==> src/sfq_regs.svh <==
// Opcodes, field values and phase lengths of the flash read engine
`ifndef SFQ_REGS_SVH
`define SFQ_REGS_SVH

// Read opcodes and continuous-mode release code
`define SFQ_OP_FAST_RD       8'h0b
`define SFQ_OP_FAST_RD_4B    8'h0c
`define SFQ_OP_QOUT_RD       8'h6b
`define SFQ_OP_QOUT_RD_4B    8'h6c
`define SFQ_OP_QIO_RD        8'heb
`define SFQ_OP_QIO_RD_4B     8'hec
`define SFQ_OP_CONT_RELEASE  8'hff

// Mode byte upper nibble that keeps continuous reads
`define SFQ_MODE_KEEP_NIB    4'ha

// Phase lengths in bits
`define SFQ_OPC_BITS         6'h08
`define SFQ_ADDR3_BITS       6'h18
`define SFQ_ADDR4_BITS       6'h20
`define SFQ_MODE_BITS        6'h08

// Data shifter
`define SFQ_SINGLE_LEFT      3'h7
`define SFQ_QUAD_LEFT        3'h1
`define SFQ_OE_SINGLE        4'h2
`define SFQ_OE_QUAD          4'hf
`define SFQ_OE_OFF           4'h0
`define SFQ_UNDERRUN_BYTE    8'hff

`endif

==> src/sfq_pkg.sv <==
// Types shared by the flash read engine files
package sfq_pkg;

   typedef enum logic [2:0] {
      SFQ_ST_IDLE   = 3'b000,
      SFQ_ST_OPC    = 3'b001,
      SFQ_ST_ADDR   = 3'b010,
      SFQ_ST_MODE   = 3'b011,
      SFQ_ST_DUMMY  = 3'b100,
      SFQ_ST_DATA   = 3'b101,
      SFQ_ST_IGNORE = 3'b110
   } sfq_state_t;

   // Static configuration bits
   typedef struct packed {
      logic       all_four_line_command_mode;
      logic       four_line_allow;
      logic       quad_en;
      logic       addr4;
      logic [3:0] latency;
   } sfq_cfg_t;

   // Shape of one read frame
   typedef struct packed {
      logic addr_quad;
      logic data_quad;
      logic has_mode;
      logic addr4;
   } sfq_rd_t;

   // Array read answer
   typedef struct packed {
      logic       valid;
      logic [7:0] data;
   } sfq_rsp_t;

endpackage

==> src/sfq_fifo2.sv <==
// Small flushable FIFO between array fetch and serial shifter
`timescale 1ns/100ps
module sfq_fifo2 #(
   parameter int WIDTH = 8,
   parameter int DEPTH = 2
) (
   // Clock and reset
   input  wire logic             sys_clk_i,
   input  wire logic             sys_rst_i,
   input  wire logic             flush_i,
   // Fill side
   input  wire logic             in_valid_i,
   input  wire logic [WIDTH-1:0] in_data_i,
   output logic                  in_ready_o,
   // Drain side
   output logic                  out_valid_o,
   output logic [WIDTH-1:0]      out_data_o,
   input  wire logic             out_ready_i
);
   localparam int PW = (DEPTH > 1) ? $clog2(DEPTH) : 1;

   logic [WIDTH-1:0] store_reg [DEPTH];
   logic [PW-1:0]    rd_reg;
   logic [PW-1:0]    rd_next;
   logic [PW-1:0]    wr_reg;
   logic [PW-1:0]    wr_next;
   logic [PW:0]      cnt_reg;
   logic [PW:0]      cnt_next;
   logic             push;
   logic             pop;

   function automatic logic [PW-1:0] bump(input logic [PW-1:0] p);
      bump = (p == PW'(DEPTH - 1)) ? '0 : PW'(p + 1'b1);
   endfunction

   assign in_ready_o  = (cnt_reg < (PW+1)'(DEPTH));
   assign out_valid_o = (cnt_reg != '0);
   assign out_data_o  = store_reg[rd_reg];
   assign push        = in_valid_i && in_ready_o && !flush_i;
   assign pop         = out_valid_o && out_ready_i && !flush_i;

   always_comb begin
      rd_next  = pop ? bump(rd_reg) : rd_reg;
      wr_next  = push ? bump(wr_reg) : wr_reg;
      cnt_next = cnt_reg + (PW+1)'(push) - (PW+1)'(pop);
      if (flush_i) begin
         rd_next  = '0;
         wr_next  = '0;
         cnt_next = '0;
      end
   end

   always_ff @(posedge sys_clk_i or posedge sys_rst_i) begin
      if (sys_rst_i) begin
         rd_reg  <= '0;
         wr_reg  <= '0;
         cnt_reg <= '0;
      end else begin
         rd_reg  <= rd_next;
         wr_reg  <= wr_next;
         cnt_reg <= cnt_next;
      end
   end

   // Storage needs no reset; count guards reads
   always_ff @(posedge sys_clk_i) begin
      if (push) begin
         store_reg[wr_reg] <= in_data_i;
      end
   end

endmodule

==> src/sfq_read_engine.sv <==
// Serial flash fast, quad output and quad I/O read engine
//
// Functional notes
// - 0Bh length per bit; 0Ch four bytes
// - 6Bh length per bit; 6Ch four bytes
// - EBh length per bit; ECh four bytes
// - Dummy count from latency code field
// - Data lines ignored during dummy cycles
// - Data driven on falling edges, 1/4 lines
// - Address increments per byte, wraps to zero only at the ADDR_W-bit top, not at the 3-byte end
// - Only upper mode nibble is decoded
// - Nibble A keeps continuous mode, no opcode
// - Other nibble leaves continuous mode at deselect
// - Release command also leaves continuous mode
// - Quad I/O address four bits per clock
// - Quad I/O mode byte two clocks, then dummies
// - Quad I/O needs quad enable or four-line allow
// - Quad output needs quad enable, not command mode
// - Quad output address on line 0 only
// - Four-line command mode sends opcodes 4-wide
// - There quad I/O codes act as fast reads
// - Address length bit widens 3-byte commands
// - Opcode one bit per rise, four in four-line command mode; deselect ends read
// - Dummies counted fall to fall; zero allowed
`timescale 1ns/100ps
`include "sfq_regs.svh"
module sfq_read_engine #(
   parameter int ADDR_W     = 32,
   parameter int FIFO_DEPTH = 2
) (
   // Clock and reset
   input  wire logic              sys_clk_i,
   input  wire logic              sys_rst_i,
   // Serial link pins
   input  wire logic              sck_i,
   input  wire logic              cs_n_i,
   input  wire logic [3:0]        io_i,
   output logic [3:0]             io_o,
   output logic [3:0]             io_oe_o,
   // Configuration
   input  wire sfq_pkg::sfq_cfg_t cfg_i,
   // Array read port
   output logic                   mem_req_o,
   output logic [ADDR_W-1:0]      mem_addr_o,
   input  wire sfq_pkg::sfq_rsp_t mem_rsp_i,
   // Status
   output logic                   continuous_read_mode_o,
   output logic                   reading_o
);

   // Pin synchronisers
   logic       sck_s1;
   logic       sck_s2;
   logic       sck_s3;
   logic       cs_s1;
   logic       cs_s2;
   logic       cs_s3;
   logic [3:0] io_s1;
   logic [3:0] io_s2;

   always_ff @(posedge sys_clk_i or posedge sys_rst_i) begin
      if (sys_rst_i) begin
         sck_s1 <= 1'b0;
         sck_s2 <= 1'b0;
         sck_s3 <= 1'b0;
         cs_s1  <= 1'b1;
         cs_s2  <= 1'b1;
         cs_s3  <= 1'b1;
         io_s1  <= 4'h0;
         io_s2  <= 4'h0;
      end else begin
         sck_s1 <= sck_i;
         sck_s2 <= sck_s1;
         sck_s3 <= sck_s2;
         cs_s1  <= cs_n_i;
         cs_s2  <= cs_s1;
         cs_s3  <= cs_s2;
         io_s1  <= io_i;
         io_s2  <= io_s1;
      end
   end

   logic sck_rise;
   logic sck_fall;
   logic cs_rise;
   logic cs_fall;

   // Clock edges only count while selected
   assign sck_rise = sck_s2 && !sck_s3 && !cs_s2;
   assign sck_fall = !sck_s2 && sck_s3 && !cs_s2;
   assign cs_rise  = cs_s2 && !cs_s3;
   assign cs_fall  = !cs_s2 && cs_s3;

   function automatic logic [31:0] shift_in(input logic [31:0] sh,
                                            input logic [3:0]  io,
                                            input logic        quad);
      shift_in = quad ? {sh[27:0], io} : {sh[30:0], io[0]};
   endfunction

   // Rising edges needed for a field of the given bit length
   function automatic logic [5:0] steps(input logic [5:0] bits,
                                        input logic       quad);
      steps = quad ? {2'h0, bits[5:2]} : bits;
   endfunction

   function automatic sfq_pkg::sfq_rd_t mk_rd(input logic aq,
                                              input logic dq,
                                              input logic hm,
                                              input logic a4);
      mk_rd.addr_quad = aq;
      mk_rd.data_quad = dq;
      mk_rd.has_mode  = hm;
      mk_rd.addr4     = a4;
   endfunction

   function automatic logic [5:0] addr_steps(input sfq_pkg::sfq_rd_t rd);
      addr_steps = steps(rd.addr4 ? `SFQ_ADDR4_BITS : `SFQ_ADDR3_BITS,
                         rd.addr_quad);
   endfunction

   // Serial engine state
   sfq_pkg::sfq_state_t state_reg;
   sfq_pkg::sfq_state_t state_next;
   sfq_pkg::sfq_rd_t    rd_reg;
   sfq_pkg::sfq_rd_t    rd_next;
   sfq_pkg::sfq_rd_t    cont_rd_reg;
   sfq_pkg::sfq_rd_t    cont_rd_next;
   logic [5:0]          cnt_reg;
   logic [5:0]          cnt_next;
   logic [31:0]         sh_reg;
   logic [31:0]         sh_next;
   logic [3:0]          dummy_reg;
   logic [3:0]          dummy_next;
   logic [7:0]          dbyte_reg;
   logic [7:0]          dbyte_next;
   logic [2:0]          dleft_reg;
   logic [2:0]          dleft_next;
   logic [3:0]          io_reg;
   logic [3:0]          io_next;
   logic [3:0]          oe_reg;
   logic [3:0]          oe_next;
   logic                mode_done_reg;
   logic                mode_done_next;
   logic                mode_keep_reg;
   logic                mode_keep_next;
   logic                cont_reg;
   logic                cont_next;
   logic                reading_reg;
   logic                reading_next;

   // Between engine, fetcher and buffer
   logic                start_fetch;
   logic [ADDR_W-1:0]   start_addr;
   logic                pop;
   logic                fifo_out_valid;
   logic [7:0]          fifo_out_data;
   logic                fifo_in_ready;
   logic                push;

   logic [31:0]         sh_in;
   logic                quad_in;
   logic [7:0]          op;
   logic                op_ok;
   sfq_pkg::sfq_rd_t    op_rd;
   logic                drive_now;
   logic [7:0]          byte_now;

   always_comb begin
      state_next     = state_reg;
      rd_next        = rd_reg;
      cont_rd_next   = cont_rd_reg;
      cnt_next       = cnt_reg;
      sh_next        = sh_reg;
      dummy_next     = dummy_reg;
      dbyte_next     = dbyte_reg;
      dleft_next     = dleft_reg;
      io_next        = io_reg;
      oe_next        = oe_reg;
      mode_done_next = mode_done_reg;
      mode_keep_next = mode_keep_reg;
      cont_next      = cont_reg;
      start_fetch    = 1'b0;
      start_addr     = '0;
      pop            = 1'b0;
      drive_now      = 1'b0;
      byte_now       = `SFQ_UNDERRUN_BYTE;
      op_ok          = 1'b0;
      op_rd          = '0;
      quad_in = (state_reg == sfq_pkg::SFQ_ST_OPC)
                ? cfg_i.all_four_line_command_mode : rd_reg.addr_quad;
      sh_in   = shift_in(sh_reg, io_s2, quad_in);
      op      = sh_in[7:0];

      if (cfg_i.all_four_line_command_mode) begin
         // quad I/O codes decode as fast reads
         if (op == `SFQ_OP_FAST_RD || op == `SFQ_OP_QIO_RD) begin
            op_ok = 1'b1;
            op_rd = mk_rd(1'b1, 1'b1, 1'b1, cfg_i.addr4);
         end else if (op == `SFQ_OP_FAST_RD_4B ||
                      op == `SFQ_OP_QIO_RD_4B) begin
            op_ok = 1'b1;
            op_rd = mk_rd(1'b1, 1'b1, 1'b1, 1'b1);
         end
      end else begin
         if (op == `SFQ_OP_FAST_RD || op == `SFQ_OP_FAST_RD_4B) begin
            op_ok = 1'b1;
            op_rd = mk_rd(1'b0, 1'b0, 1'b1,
                          cfg_i.addr4 || op == `SFQ_OP_FAST_RD_4B);
         // quad output gated by quad enable
         end else if (cfg_i.quad_en && (op == `SFQ_OP_QOUT_RD ||
                                        op == `SFQ_OP_QOUT_RD_4B)) begin
            op_ok = 1'b1;
            op_rd = mk_rd(1'b0, 1'b1, 1'b0,
                          cfg_i.addr4 || op == `SFQ_OP_QOUT_RD_4B);
         // quad I/O gated by either enable
         end else if ((cfg_i.quad_en || cfg_i.four_line_allow) &&
                      (op == `SFQ_OP_QIO_RD ||
                       op == `SFQ_OP_QIO_RD_4B)) begin
            op_ok = 1'b1;
            op_rd = mk_rd(1'b1, 1'b1, 1'b1,
                          cfg_i.addr4 || op == `SFQ_OP_QIO_RD_4B);
         end
      end

      case (state_reg)
         sfq_pkg::SFQ_ST_IDLE: begin
            if (cs_fall) begin
               sh_next = '0;
               if (cont_reg) begin
                  rd_next    = cont_rd_reg;
                  cnt_next   = addr_steps(cont_rd_reg);
                  state_next = sfq_pkg::SFQ_ST_ADDR;
               end else begin
                  cnt_next   = steps(`SFQ_OPC_BITS,
                                     cfg_i.all_four_line_command_mode);
                  state_next = sfq_pkg::SFQ_ST_OPC;
               end
            end
         end
         sfq_pkg::SFQ_ST_OPC: begin
            if (sck_rise) begin
               sh_next  = sh_in;
               cnt_next = cnt_reg - 6'h01;
               if (cnt_reg == 6'h01) begin
                  if (op_ok) begin
                     rd_next    = op_rd;
                     cnt_next   = addr_steps(op_rd);
                     state_next = sfq_pkg::SFQ_ST_ADDR;
                  end else begin
                     if (op == `SFQ_OP_CONT_RELEASE) begin
                        cont_next = 1'b0;
                     end
                     state_next = sfq_pkg::SFQ_ST_IGNORE;
                  end
               end
            end
         end
         sfq_pkg::SFQ_ST_ADDR: begin
            // quad I/O address shifts four bits
            // quad output address on line 0
            if (sck_rise) begin
               sh_next  = sh_in;
               cnt_next = cnt_reg - 6'h01;
               if (cnt_reg == 6'h01) begin
                  // 3-byte field drops the upper byte
                  start_fetch = 1'b1;
                  start_addr  = rd_reg.addr4 ? ADDR_W'(sh_in)
                                             : ADDR_W'(sh_in[23:0]);
                  sh_next     = '0;
                  dummy_next  = cfg_i.latency;
                  if (rd_reg.has_mode) begin
                     // mode byte two clocks when quad
                     cnt_next   = steps(`SFQ_MODE_BITS, rd_reg.addr_quad);
                     state_next = sfq_pkg::SFQ_ST_MODE;
                  end else begin
                     state_next = sfq_pkg::SFQ_ST_DUMMY;
                  end
               end
            end
         end
         sfq_pkg::SFQ_ST_MODE: begin
            if (sck_rise) begin
               sh_next  = sh_in;
               cnt_next = cnt_reg - 6'h01;
               if (cnt_reg == 6'h01) begin
                  // lower nibble is never looked at
                  mode_done_next = 1'b1;
                  mode_keep_next = (sh_in[7:4] == `SFQ_MODE_KEEP_NIB);
                  state_next     = sfq_pkg::SFQ_ST_DUMMY;
               end
            end
         end
         sfq_pkg::SFQ_ST_DUMMY: begin
            // counted fall to fall, zero allowed
            if (sck_fall) begin
               if (dummy_reg == 4'h0) begin
                  drive_now  = 1'b1;
                  state_next = sfq_pkg::SFQ_ST_DATA;
               end else begin
                  dummy_next = dummy_reg - 4'h1;
               end
            end
         end
         sfq_pkg::SFQ_ST_DATA: begin
            drive_now = sck_fall;
         end
         default: begin
            state_next = state_reg;
         end
      endcase

      // one or four bits per falling edge
      if (drive_now) begin
         oe_next = rd_reg.data_quad ? `SFQ_OE_QUAD : `SFQ_OE_SINGLE;
         if (dleft_reg == 3'h0) begin
            pop      = 1'b1;
            byte_now = fifo_out_valid ? fifo_out_data : `SFQ_UNDERRUN_BYTE;
         end else begin
            byte_now = dbyte_reg;
         end
         if (rd_reg.data_quad) begin
            io_next    = byte_now[7:4];
            dbyte_next = {byte_now[3:0], 4'h0};
            dleft_next = (dleft_reg == 3'h0) ? `SFQ_QUAD_LEFT
                                             : dleft_reg - 3'h1;
         end else begin
            io_next    = {2'h0, byte_now[7], 1'b0};
            dbyte_next = {byte_now[6:0], 1'b0};
            dleft_next = (dleft_reg == 3'h0) ? `SFQ_SINGLE_LEFT
                                             : dleft_reg - 3'h1;
         end
      end

      if (cs_rise) begin
         state_next     = sfq_pkg::SFQ_ST_IDLE;
         io_next        = 4'h0;
         oe_next        = `SFQ_OE_OFF;
         dleft_next     = 3'h0;
         mode_done_next = 1'b0;
         pop            = 1'b0;
         // any other nibble leaves it here
         if (mode_done_reg) begin
            cont_next    = mode_keep_reg;
            cont_rd_next = rd_reg;
         end
         // release code sent where an address is due
         // Replayed frames skip the opcode, so look at the address bits
         if (state_reg == sfq_pkg::SFQ_ST_ADDR &&
             sh_reg[7:0] == `SFQ_OP_CONT_RELEASE) begin
            cont_next = 1'b0;
         end
      end
      reading_next = (state_next == sfq_pkg::SFQ_ST_DATA);
   end

   always_ff @(posedge sys_clk_i or posedge sys_rst_i) begin
      if (sys_rst_i) begin
         state_reg     <= sfq_pkg::SFQ_ST_IDLE;
         rd_reg        <= '0;
         cont_rd_reg   <= '0;
         cnt_reg       <= 6'h00;
         sh_reg        <= 32'h0000_0000;
         dummy_reg     <= 4'h0;
         dbyte_reg     <= 8'h00;
         dleft_reg     <= 3'h0;
         io_reg        <= 4'h0;
         oe_reg        <= `SFQ_OE_OFF;
         mode_done_reg <= 1'b0;
         mode_keep_reg <= 1'b0;
         cont_reg      <= 1'b0;
         reading_reg   <= 1'b0;
      end else begin
         state_reg     <= state_next;
         rd_reg        <= rd_next;
         cont_rd_reg   <= cont_rd_next;
         cnt_reg       <= cnt_next;
         sh_reg        <= sh_next;
         dummy_reg     <= dummy_next;
         dbyte_reg     <= dbyte_next;
         dleft_reg     <= dleft_next;
         io_reg        <= io_next;
         oe_reg        <= oe_next;
         mode_done_reg <= mode_done_next;
         mode_keep_reg <= mode_keep_next;
         cont_reg      <= cont_next;
         reading_reg   <= reading_next;
      end
   end

   // Array prefetch, one request in flight
   logic              fetch_on_reg;
   logic              fetch_on_next;
   logic [ADDR_W-1:0] faddr_reg;
   logic [ADDR_W-1:0] faddr_next;
   logic              req_reg;
   logic              req_next;
   logic [ADDR_W-1:0] maddr_reg;
   logic [ADDR_W-1:0] maddr_next;
   logic              pend_reg;
   logic              pend_next;
   logic              stale_reg;
   logic              stale_next;

   // Answer to a request from an ended frame is dropped
   assign push = mem_rsp_i.valid && !stale_reg;

   always_comb begin
      fetch_on_next = fetch_on_reg;
      faddr_next    = faddr_reg;
      req_next      = 1'b0;
      maddr_next    = maddr_reg;
      pend_next     = pend_reg;
      stale_next    = stale_reg;
      if (mem_rsp_i.valid) begin
         pend_next  = 1'b0;
         stale_next = 1'b0;
      end
      if (cs_rise) begin
         fetch_on_next = 1'b0;
         if (pend_reg && !mem_rsp_i.valid) begin
            stale_next = 1'b1;
         end
      end else if (start_fetch) begin
         fetch_on_next = 1'b1;
         faddr_next    = start_addr;
      end else if (fetch_on_reg && !pend_reg && !push && fifo_in_ready) begin
         req_next   = 1'b1;
         maddr_next = faddr_reg;
         // natural wrap of the counter to zero
         faddr_next = faddr_reg + ADDR_W'(1);
         pend_next  = 1'b1;
      end
   end

   always_ff @(posedge sys_clk_i or posedge sys_rst_i) begin
      if (sys_rst_i) begin
         fetch_on_reg <= 1'b0;
         faddr_reg    <= '0;
         req_reg      <= 1'b0;
         maddr_reg    <= '0;
         pend_reg     <= 1'b0;
         stale_reg    <= 1'b0;
      end else begin
         fetch_on_reg <= fetch_on_next;
         faddr_reg    <= faddr_next;
         req_reg      <= req_next;
         maddr_reg    <= maddr_next;
         pend_reg     <= pend_next;
         stale_reg    <= stale_next;
      end
   end

   // Buffer absorbs array latency; full stalls prefetch
   sfq_fifo2 #(
      .WIDTH (8),
      .DEPTH (FIFO_DEPTH)
   ) u_fifo (
      .sys_clk_i   (sys_clk_i),
      .sys_rst_i   (sys_rst_i),
      .flush_i     (cs_rise),
      .in_valid_i  (push),
      .in_data_i   (mem_rsp_i.data),
      .in_ready_o  (fifo_in_ready),
      .out_valid_o (fifo_out_valid),
      .out_data_o  (fifo_out_data),
      .out_ready_i (pop)
   );

   assign io_o                   = io_reg;
   assign io_oe_o                = oe_reg;
   assign mem_req_o              = req_reg;
   assign mem_addr_o             = maddr_reg;
   assign continuous_read_mode_o = cont_reg;
   assign reading_o              = reading_reg;

endmodule

==> config.mk <==
export PLATFORM = sky130hd
export DESIGN_NAME = sfq_read_engine
export DESIGN_NICKNAME = d
export VERILOG_FILES = /design/src/sfq_pkg.sv /design/src/sfq_fifo2.sv /design/src/sfq_read_engine.sv
export VERILOG_INCLUDE_DIRS = /design/src
export SDC_FILE = /design/constraint.sdc
export NUM_CORES = 1
export LEC_CHECK = 0
export ABC_AREA = 1
export BUFFER_PORTS_ARGS = -buffer_cell sky130_fd_sc_hd__buf_2
export CAP_MARGIN = 25
export CORE_MARGIN = 4
export CORE_UTILIZATION = 35
export CTS_CLUSTER_DIAMETER = 30
export CTS_CLUSTER_SIZE = 40
export DETAILED_ROUTE_END_ITERATION = 10
export GPL_TIMING_DRIVEN = 0
export PLACE_DENSITY = 0.63
export SYNTH_ARGS = -nofsm -noshare
export SYNTH_HDL_FRONTEND = slang
export SYNTH_SLANG_ARGS = --single-unit
==> constraint.sdc <==
create_clock -name sys_clk_i -period 10.9 [get_ports sys_clk_i]
set_clock_uncertainty 0.05 [all_clocks]
set_input_delay 1.635 -clock sys_clk_i [delete_from_list [all_inputs] [get_ports sys_clk_i]]
set_output_delay 1.635 -clock sys_clk_i [all_outputs]
set_load 0.1 [all_outputs]
==> reports/results.txt, run 1 <==
IO Pins: 68
Setup TNS: 0 ns
Post-synth EDFFs: 16
Starting Density: 0.3549
Wire length per cell: 14.62 um
Slew @ Worst Pin: 0.7457 ns
Worst endpoint required time: 11.15 ns
Worst-path clk slew: 0.07 ns
Pwr Total: 1689 uW
Synth warn: 0
Worst rel slew slack: 0.5002
Later-pin clock latency in the skew report: 0.43 ns
CTS H-tree lvls: 4
Final ANT Viol Nets: 0
R2r setup slk: 7.67 ns
Share of async-settable or async-resettable flops after synthesis: 0.9080
Via count: 7613
Top delay family on crit path: simple AND/OR/NAND/NOR gates
Max_cap viols: 0
Layout cells sized above 1: 0.1205
Reg2Reg Capture Point: mem_addr_o[3]
WP buf/inv: 3
Final nets: 1221
Gr ovfl total: 0
Syn Inst Count: 1095
First-pass detailed-route iteration total: 5
Core Util, Final: 0.4090
N_diodes: 0
Cts repair resizes: 0
Setup-failing EPs final: 0
Crit path launch: cfg_i[7]
Flops & latches, synth: 174
R2r startpoint: state_reg[2]
Initial antenna violation count: 0
Fin crit share: 0.3375
Final Hold Viols: 0
Drc violations: 0
Clock sinks: 174
CP Cell Sequence: buf_2 -> nand4_4 -> nand3_1 -> nand2_1 -> inv_1 -> nand2_1 -> nor2_1 -> nand2_1 -> nand3_1 -> nand2_1 -> o21bai_1 -> nand2_2 -> inv_2 -> ha_1 -> nand3_1 -> nand3_1 -> nand2_1 -> nand2_1 -> o21ai_0
Full die area: 28150 sq um
First-pass GRT wire length: 37650 um
CP startpoint kind: input pin
Slew Viols, Final: 0
Pwr dens: 164.0 nW/um^2
Status: finished clean
Standard-cell row count: 58
Critical path type: in -> reg
Setup repair after global routing missed its margin: no
Die Y-Extent: 167.8 um
Max Freq: 0.2718 GHz
Setup crit end: cnt_reg[3]
Dpl cells: 1493
Mapped cell area: 8936 sq um
Critical path peak fanout: 10
Hold Crit Class: reg -> reg
CTS tree: yes
Post-Layout Cell Count: 1525
Leak Pwr: 0.004839 uW
RD Place Congestion: 0.8767
Largest net degree at the start of global routing: 91
Netlist cell types: 51
WL final: 22300 um
Cts-stage hold buffer count: 0
Crit path largest cell delay: 0.27 ns
Via-to-Cell Ratio: 4.992
Clock Path Buffers: 2
Mapped Nets: 1134
Vias in the first global route: 7440
TritonCTS buffer count: 17
Core area: 25180 sq um
Die Width: 167.8 um
Dominant synthesized flop cell: dfrtp_1
Stages on the worst setup path: 19
Synth-to-Final Area Change: 15.25%
Endpoint class of the critical path: flop
Port bufs: 67
Synth Area per Inst: 8.161 sq um
1st-iter DRT viols: 662
DP Wirelength: 16520 um
Crit path arrival time: 3.93 ns
Sequential area share after synthesis: 0.4966
Root Buffer: clkbuf_16
Gr usage total: 0.1615
Worst r2r path cells: 11
CP max stage cell: ha_1
# Post-CTS Setup Buffers: 0
Min Tclk post-route: 3.679 ns
Crit path top cell by count: nand2_1
Peak supply drop: 0.0001183 V
[how the worst min path moves through the flow]
stage | endpoint | cells past startpoint | start
2_1_floorplan | io_s2[0] | 0 | io_s1[0]
3_3_place_gp | io_s2[1] | 0 | io_s1[1]
3_5_place_dp | sck_s2 | 0 | sck_s1
4_1_cts | sck_s2 | 0 | sck_s1
5_1_grt | io_s2[2] | 0 | io_s1[2]
6_report | io_s2[2] | 0 | io_s1[2]
[metrics by stage]
| stage | hold slack (ns) | worst slack [ns] | cell area (sq um) |
|---|---|---|---|
| 6_report | 0.2991 | 7.221 | 10300 |
| 5_1_grt | 0.3038 | 6.955 | 10300 |
| 4_1_cts | 0.3007 | 7.232 | 10300 |
| 3_5_place_dp | 0.2847 | 6.761 | 9719 |
| 3_3_place_gp | 0.2845 | 2.861 | 9684 |
| 2_1_floorplan | 0.2812 | 4.957 | 8936 |
[worst reg2reg max path, stage by stage (launching register included)]
cell and delay [ns]:
dfrtp_1 0.36, buf_2 0.19, nor2_1 0.16, inv_1 0.08
nor2_1 0.36, inv_1 0.16, nor2_2 0.47, inv_2 0.21
nand2_1 0.36, clkbuf_1 0.53, nand2_1 0.11, o21ai_0 0.10
[layout make-up]
class | instances | area, sq um
Buffer | 36 | 147.6
Fill cell | 2541 | 14880
Multi-Input combinational cell | 743 | 3817
Inverter | 142 | 540.5
Tap cell | 330 | 412.9
Clock buffer | 19 | 457.9
Timing Repair Buffer | 68 | 362.8
Clock inverter | 13 | 121.4
Sequential cell | 174 | 4438
[synth_stat cells (2+ instances only)]
cell | instances | share of area
o21ai_0 | 116 | 0.065
nand4_1 | 12 | 0.0084
nand3_4 | 2 | 0.0039
a22oi_1 | 9 | 0.0076
a211oi_1 | 2 | 0.0017
nand3_1 | 55 | 0.031
dfstp_2 | 3 | 0.0088
edfxtp_1 | 16 | 0.054
ha_1 | 14 | 0.020
nor4_1 | 10 | 0.0070
xnor2_1 | 3 | 0.0029
nand2_4 | 5 | 0.0063
inv_2 | 7 | 0.0029
buf_4 | 2 | 0.0017
o2111ai_1 | 2 | 0.0020
buf_2 | 4 | 0.0022
o21a_1 | 2 | 0.0017
nand2_2 | 9 | 0.0063
a21oi_1 | 45 | 0.025
nor2_2 | 4 | 0.0028
o22ai_1 | 19 | 0.013
nor2_1 | 72 | 0.030
mux2i_1 | 3 | 0.0034
dfrtp_1 | 155 | 0.43
a32oi_1 | 5 | 0.0049
nor3_1 | 11 | 0.0062
o211ai_1 | 12 | 0.010
clkbuf_1 | 29 | 0.012
a31oi_1 | 10 | 0.0070
nand2_1 | 278 | 0.12
inv_1 | 134 | 0.056
xor2_1 | 24 | 0.024
o21ai_1 | 3 | 0.0017
[layer usage]
metal  global-route usage  routed length (um)  vias to the layer above
met5                    0                   0                        -
met4              0.04658                 318                        0
met3              0.03052                 987                       24
met2               0.2612               10600                      176
met1               0.2225               10390                     3634
li1                     -                   -                     3779
[power by group]
group / switching, uW / leakage [uW] / internal, uW
logic: 253 / 0.00235 / 102
clock network: 284 / 0.000275 / 318
registers: 27.3 / 0.00222 / 705
[placed cells by master (no fill, tap or decap), drive strengths merged, types with 9 or more instances in the layout]
| cell type | count |
|---|---|
| a21oi | 46 |
| a22oi | 9 |
| a31oi | 10 |
| buf | 75 |
| clkbuf | 48 |
| dfrtp | 155 |
| edfxtp | 16 |
| ha | 14 |
| inv | 148 |
| nand2 | 292 |
| nand3 | 57 |
| nand4 | 13 |
| nor2 | 77 |
| nor3 | 12 |
| nor4 | 11 |
| o211ai | 12 |
| o21ai | 119 |
| o22ai | 19 |
| xor2 | 24 |
[cell families (layout without fill, tap and decap cells)]
kind of cell | Yosys count | in the layout | synth area share
AOI/OAI and AO/OA | 233 | 233 | 0.1474
xor gates and xnor gates | 27 | 27 | 0.02646
adders and majority gates | 14 | 14 | 0.01960
buffers and inverters | 178 | 278 | 0.07617
DFF | 174 | 174 | 0.4966
muxes | 3 | 3 | 0.003361
and+or+nand+nor | 466 | 466 | 0.2303
Power figures use the tool's default switching activity.
==> run 2: changes to the inputs <==
Settings changed: PLACE_DENSITY 0.63 to 0.65.
Clock period 10.9 ns to 3.2 ns, I/O delays scaled along.
==> reports/results.txt, run 2 (same netlist as run 1, synthesis figures left out) <==
DP Wirelength: 16580 um (+0.40%)
IO Pins: 68 (unchanged)
Largest net degree at the start of global routing: 42 (-54%)
Clock power frac: 0.353 (-0.004)
WL final: 22260 um (-0.17%)
TritonCTS buffer count: 17 (unchanged)
Min Tclk post-route: 3.014 ns
Die Y-Extent: 167.8 um (unchanged)
Drc violations: 0 (unchanged)
Slew @ Worst Pin: 0.7875 ns (+0.04181 ns)
Combinational power share: 0.214 (+0.004)
Fillers: 2509 (-1.3%)
Reg2Reg Capture Point: faddr_reg[25]
Clock Path Buffers: 2 (unchanged)
Hold Crit Class: in -> reg
Setup crit end: faddr_reg[25]
Final nets: 1226 (+0.41%)
Via count: 7637 (+0.32%)
Core area: 25180 sq um (unchanged)
Worst hold-check slack: 0.09242 ns (-0.2066 ns)
Final ANT Viol Nets: 0 (unchanged)
Gr ovfl total: 0 (unchanged)
Gr usage total: 0.1619 (+0.0004448)
First-pass detailed-route iteration total: 5 (unchanged)
RD Place Congestion: 0.8955 (+2.1%)
Status: finished clean
Worst endpoint required time: 3.47 ns (-7.68 ns)
Post-Layout Cell Count: 1530 (+0.33%)
Initial antenna violation count: 0 (unchanged)
Vias in the first global route: 7500 (+0.81%)
Top layer in use: met4
Placed inst area: 9768 sq um (+0.50%)
Clock sinks: 174 (unchanged)
Core Util, Final: 0.4133 (+0.004373)
Endpoint class of the critical path: flop
Sequential Power Share: 0.434 (about the same)
Most frequent cells in the layout: 278 x nand2_1, 154 x dfrtp_1, 131 x inv_1
Later-pin clock latency in the skew report: 0.44 ns (about the same)
Crit path largest cell delay: 0.36 ns (+0.09 ns)
DR WL met3: 997 um (+1.0%)
Wire length per cell: 14.55 um (-0.50%)
R2r setup slk: 0.19 ns (-7.48 ns)
1st-iter DRT viols: 609 (-8.0%)
Final Hold Viols: 0 (unchanged)
CP Cell Sequence: clkbuf_4 -> nor2_1 -> inv_1 -> nor2_1 -> inv_1 -> nor2_4 -> inv_2 -> nand2_1 -> inv_2 -> buf_2 -> a21oi_1 -> a22oi_1
CP max stage cell: dfrtp_1
Critical path type: reg -> reg
Peak supply drop: 0.0004280 V (+260%)
Port bufs: 67 (unchanged)
Leak Pwr: 0.004882 uW (+0.89%)
N_diodes: 0 (unchanged)
Crit path launch: state_reg[2]
Worst-path clk slew: 0.08 ns (about the same)
CTS H-tree lvls: 4 (unchanged)
Via-to-Cell Ratio: 4.992 (about the same)
Worst rel slew slack: 0.4722 (-0.02802)
Met2 routed WL: 10710 um (+1.1%)
Fin crit share: 0.9418
Switching power: 1959 uW (+250%)
Design area: 10410 sq um (+1.1%)
Setup repair after global routing missed its margin: yes
Worst r2r path cells: 12 (+1)
Crit path arrival time: 3.29 ns (-0.64 ns)
CTS tree: yes
Critical path peak fanout: 10 (unchanged)
Metal-1 WL: 10190 um (-1.9%)
Max Freq: 0.3318 GHz
Slew Viols, Final: 0 (unchanged)
Full die area: 28150 sq um (unchanged)
CP startpoint kind: flop
Synth-to-Final Area Change: 16.48%
Sw Share: 0.3406 (+0.006188)
Root Buffer: clkbuf_16
Layout cells sized above 1: 0.1283 (+0.007831)
First-pass GRT wire length: 37850 um (+0.55%)
R2r startpoint: state_reg[2]
Most common cell after layout, fill and taps aside: nand2_1
Starting Density: 0.3549 (unchanged)
Max_cap viols: 0 (unchanged)
Pwr dens: 552.5 nW/um^2 (+240%)
Dpl cells: 1496 (+0.20%)
Setup-failing EPs final: 0 (unchanged)
Standard-cell row count: 58 (unchanged)
Die Width: 167.8 um (unchanged)
Internal power: 3792 uW (+240%)
## run 2: cell count changes in the layout (fill, tap and decap cells not counted), sizes merged
cell and delta:
inv -1, buf +3, clkinv +5, clkbuf -1, dlygate4sd3 +1, clkinvlp -2
## run 2: how the worst min path moves through the flow
stage,startpoint,depth (start not counted),to,slack (ns)
final,io_i[3],1,io_s1[3],0.09
after global routing,io_i[1],1,io_s1[1],0.08
after CTS,io_i[3],1,io_s1[3],0.08
after detailed placement,io_s1[1],0,io_s2[1],0.28
after global placement,io_s1[1],0,io_s2[1],0.28
after floorplan,io_s1[0],0,io_s2[0],0.28
## run 2: metrics by stage
stage / power (uW) / TNS (ns) / worst slack [ns]
global placement: 3722 / -70.49 / -0.4737
finish: 5751 / 0 / 0.1863
floorplan: 3433 / 0 / 0.5840
detailed placement: 3757 / 0 / 0.03225
CTS: 5790 / 0 / 0.01335
global route: 6063 / -0.1419 / -0.06359
## run 2: area by class of cell
class	instances	area [sq um]	share of cell area
multi-input cells	743	3846	0.3695
repair buffers	73	445.4	0.04279
clock buffers	17	425.4	0.04087
inverters	142	539.3	0.05181
well taps	330	412.9	0.03967
clock inverters	15	148.9	0.01430
plain buffers	36	151.4	0.01455
flip-flops and latches	174	4439	0.4265
## run 2: worst max-delay path: cells and delay by family (launching register included)
family,cells,cell delay [ns]
flip-flops,1,0.36
buffers and inverters,6,1.02
AND/OR/NAND/NOR,4,1.15
AO/OA/AOI/OAI,2,0.31
## run 2: routing by layer
metal	vias to the layer above	global-route usage
li1	3806	-
met1	3632	0.2198
met2	173	0.2645
met3	26	0.03170
met4	0	0.04799
met5	-	0
## run 2: power groups by stage
stage / clock [uW] / sequential (uW) / combinational (uW)
floorplan: 0 / 2620 / 816
global placement: 0 / 2530 / 1190
detailed placement: 0 / 2540 / 1220
CTS: 2070 / 2500 / 1230
global route: 2160 / 2520 / 1390
finish: 2030 / 2500 / 1230
## run 2: what timing repair did
item	CTS	global route
hold buffers	1	0
setup endpoints to repair	0	63
hold endpoints to repair	2	0
setup buffers	0	1
resized for setup	0	12
==> run 3: changes to the inputs <==
Settings changed: BUFFER_PORTS_ARGS -buffer_cell sky130_fd_sc_hd__buf_2 to default, DONT_BUFFER_PORTS from default to 1, PLACE_DENSITY 0.65 to 0.63, SLEW_MARGIN from default to 20.
==> reports/results.txt, run 3 (same netlist as run 1, synthesis figures left out) <==
Status: finished clean
CTS tree: yes
Gr ovfl total: 0 (unchanged)
Max_cap viols: 0 (unchanged)
IO Pins: 68 (unchanged)
Crit path arrival time: 3.32 ns (+0.03 ns)
1st-iter DRT viols: 648 (+6.4%)
Setup TNS: 0 ns (unchanged)
N_diodes: 0 (unchanged)
Fin crit share: 0.9553 (+0.01349)
Drc violations: 0 (unchanged)
Layout cells sized above 1: 0.08304 (-0.04529)
Hold Crit Class: in -> reg
Largest net degree at the start of global routing: 34 (-19%)
Core Util, Final: 0.4060 (-0.007354)
Crit path largest cell delay: 0.37 ns (about the same)
Post-Layout Cell Count: 1474 (-3.7%)
Clock Path Buffers: 2 (unchanged)
Most common cell after layout, fill and taps aside: nand2_1
CTS H-tree lvls: 4 (unchanged)
Worst endpoint required time: 3.46 ns (about the same)
Via count: 7502 (-1.8%)
Die Y-Extent: 167.8 um (unchanged)
Gr usage total: 0.1645 (+0.002583)
Max Freq: 0.3271 GHz (-1.4%)
Pwr Total: 5802 uW (+0.89%)
Final Hold Viols: 0 (unchanged)
Starting Density: 0.3549 (unchanged)
Most frequent cells in the layout: 278 x nand2_1, 155 x dfrtp_1, 131 x inv_1
Later-pin clock latency in the skew report: 0.44 ns (about the same)
Post-Place Setup Slack: -0.02049 ns (-0.05274 ns)
WL final: 22590 um (+1.5%)
Wire length per cell: 15.32 um (+5.3%)
Min Tclk post-route: 3.057 ns (+0.04317 ns)
RD Place Congestion: 0.8992 (+0.41%)
Critical path type: reg -> reg
Pwr dens: 567.5 nW/um^2 (+2.7%)
Slew @ Worst Pin: 1.075 ns (+0.2880 ns)
Setup slack after layout: 0.1431 ns (-0.04317 ns)
Endpoint class of the critical path: flop
Peak supply drop: 0.0004419 V (+3.3%)
Via-to-Cell Ratio: 5.090 (+2.0%)
Final ANT Viol Nets: 0 (unchanged)
Core area: 25180 sq um (unchanged)
Worst-path clk slew: 0.07 ns (about the same)
First-pass detailed-route iteration total: 5 (unchanged)
Initial antenna violation count: 0 (unchanged)
Slew Viols, Final: 0 (unchanged)
Clock sinks: 174 (unchanged)
Vias in the first global route: 7467 (-0.44%)
Leak Pwr: 0.004631 uW (-5.1%)
Final nets: 1170 (-4.6%)
Die Width: 167.8 um (unchanged)
Synth-to-Final Area Change: 14.41%
First-pass GRT wire length: 38360 um (+1.3%)
Standard-cell row count: 58 (unchanged)
CP max stage cell: dfrtp_1
Worst rel slew slack: 0.2830 (-0.1891)
Dpl cells: 1430 (-4.4%)
Critical path peak fanout: 10 (unchanged)
DP Wirelength: 16760 um (+1.0%)
CP startpoint kind: flop
Port bufs: 0 (-100%)
Root Buffer: clkbuf_16
CP Cell Sequence: buf_4 -> nor2_1 -> inv_1 -> nor2_1 -> inv_1 -> nor2_4 -> inv_2 -> nand2_1 -> inv_2 -> buf_2 -> a21oi_1 -> a22oi_1
TritonCTS buffer count: 17 (unchanged)
Setup-failing EPs final: 0 (unchanged)
Full die area: 28150 sq um (unchanged)
-- run 3: cell count changes in the layout (fill, tap and decap cells not counted), moves of 2 or more --
cell | previous run | this run
nor2_2 | 4 | 6
inv_4 | 2 | 0
dlygate4sd3_1 | 1 | 6
buf_4 | 2 | 8
nor2_1 | 71 | 69
buf_2 | 70 | 3
inv_6 | 2 | 4
-- run 3: cell type report --
| type | count | area [sq um] |
|---|---|---|
| multi-input cells | 743 | 3856 |
| clock inverters | 15 | 171.4 |
| repair buffers | 17 | 225.2 |
| flip-flops and latches | 174 | 4438 |
| well taps | 330 | 412.9 |
| clock buffers | 17 | 425.4 |
| fillers | 2515 | 14960 |
| inverters | 142 | 541.8 |
| plain buffers | 36 | 152.6 |
-- run 3: path summary, 6_finish.rpt --
check | startpoint | end | slack (ns) | cells past startpoint
max reg2reg | state_reg[2] | faddr_reg[25] | 0.14 | 12
max | state_reg[2] | faddr_reg[25] | 0.14 | 12
max in group asynchronous | sys_rst_i | mem_addr_o[6] | 1.65 | 5
min reg2reg | io_s1[2] | io_s2[2] | 0.30 | 0
min | io_i[3] | io_s1[3] | 0.02 | 0
min in group asynchronous | sys_rst_i | io_oe_o[2] | 0.51 | 2
-- run 3: what timing repair did --
action,CTS,global route
setup endpoints to repair,11,61
endpoints found under the hold margin,17,4
pin swaps,0,3
buffers inserted,0,6
gates resized for setup,3,14
hold buffers,2,4
-- run 3: metrics by stage --
stage	hold WS, ns	cell area, sq um
floorplan	0.2812	8940
global placement	0.2843	9353
CTS	0.0001999	10090
global route	0.0001626	10220
detailed placement	0.2847	9460
finish	0.01981	10220
-- run 3: per-layer routing --
| layer | up-vias | track usage | part of all wire |
|---|---|---|---|
| met5 | - | 0 | 0 |
| met4 | 0 | 0.04340 | 0.012 |
| met3 | 25 | 0.03381 | 0.053 |
| met1 | 3573 | 0.2224 | 0.45 |
| li1 | 3704 | - | - |
| met2 | 200 | 0.2710 | 0.48 |
-- run 3: critical path: cells and delay by family (launching register included) --
kind	cells	cell delay, ns
and+or+nand+nor	4	1.17
buffers and inverters	6	1.03
DFF	1	0.37
AOI/OAI and AO/OA	2	0.30
-- run 3: power by group --
| part | internal [uW] | total (uW) | switching (uW) |
|---|---|---|---|
| sequential | 2400 | 2600 | 206 |
| clock | 1110 | 2100 | 983 |
| combinational | 345 | 1100 | 756 |
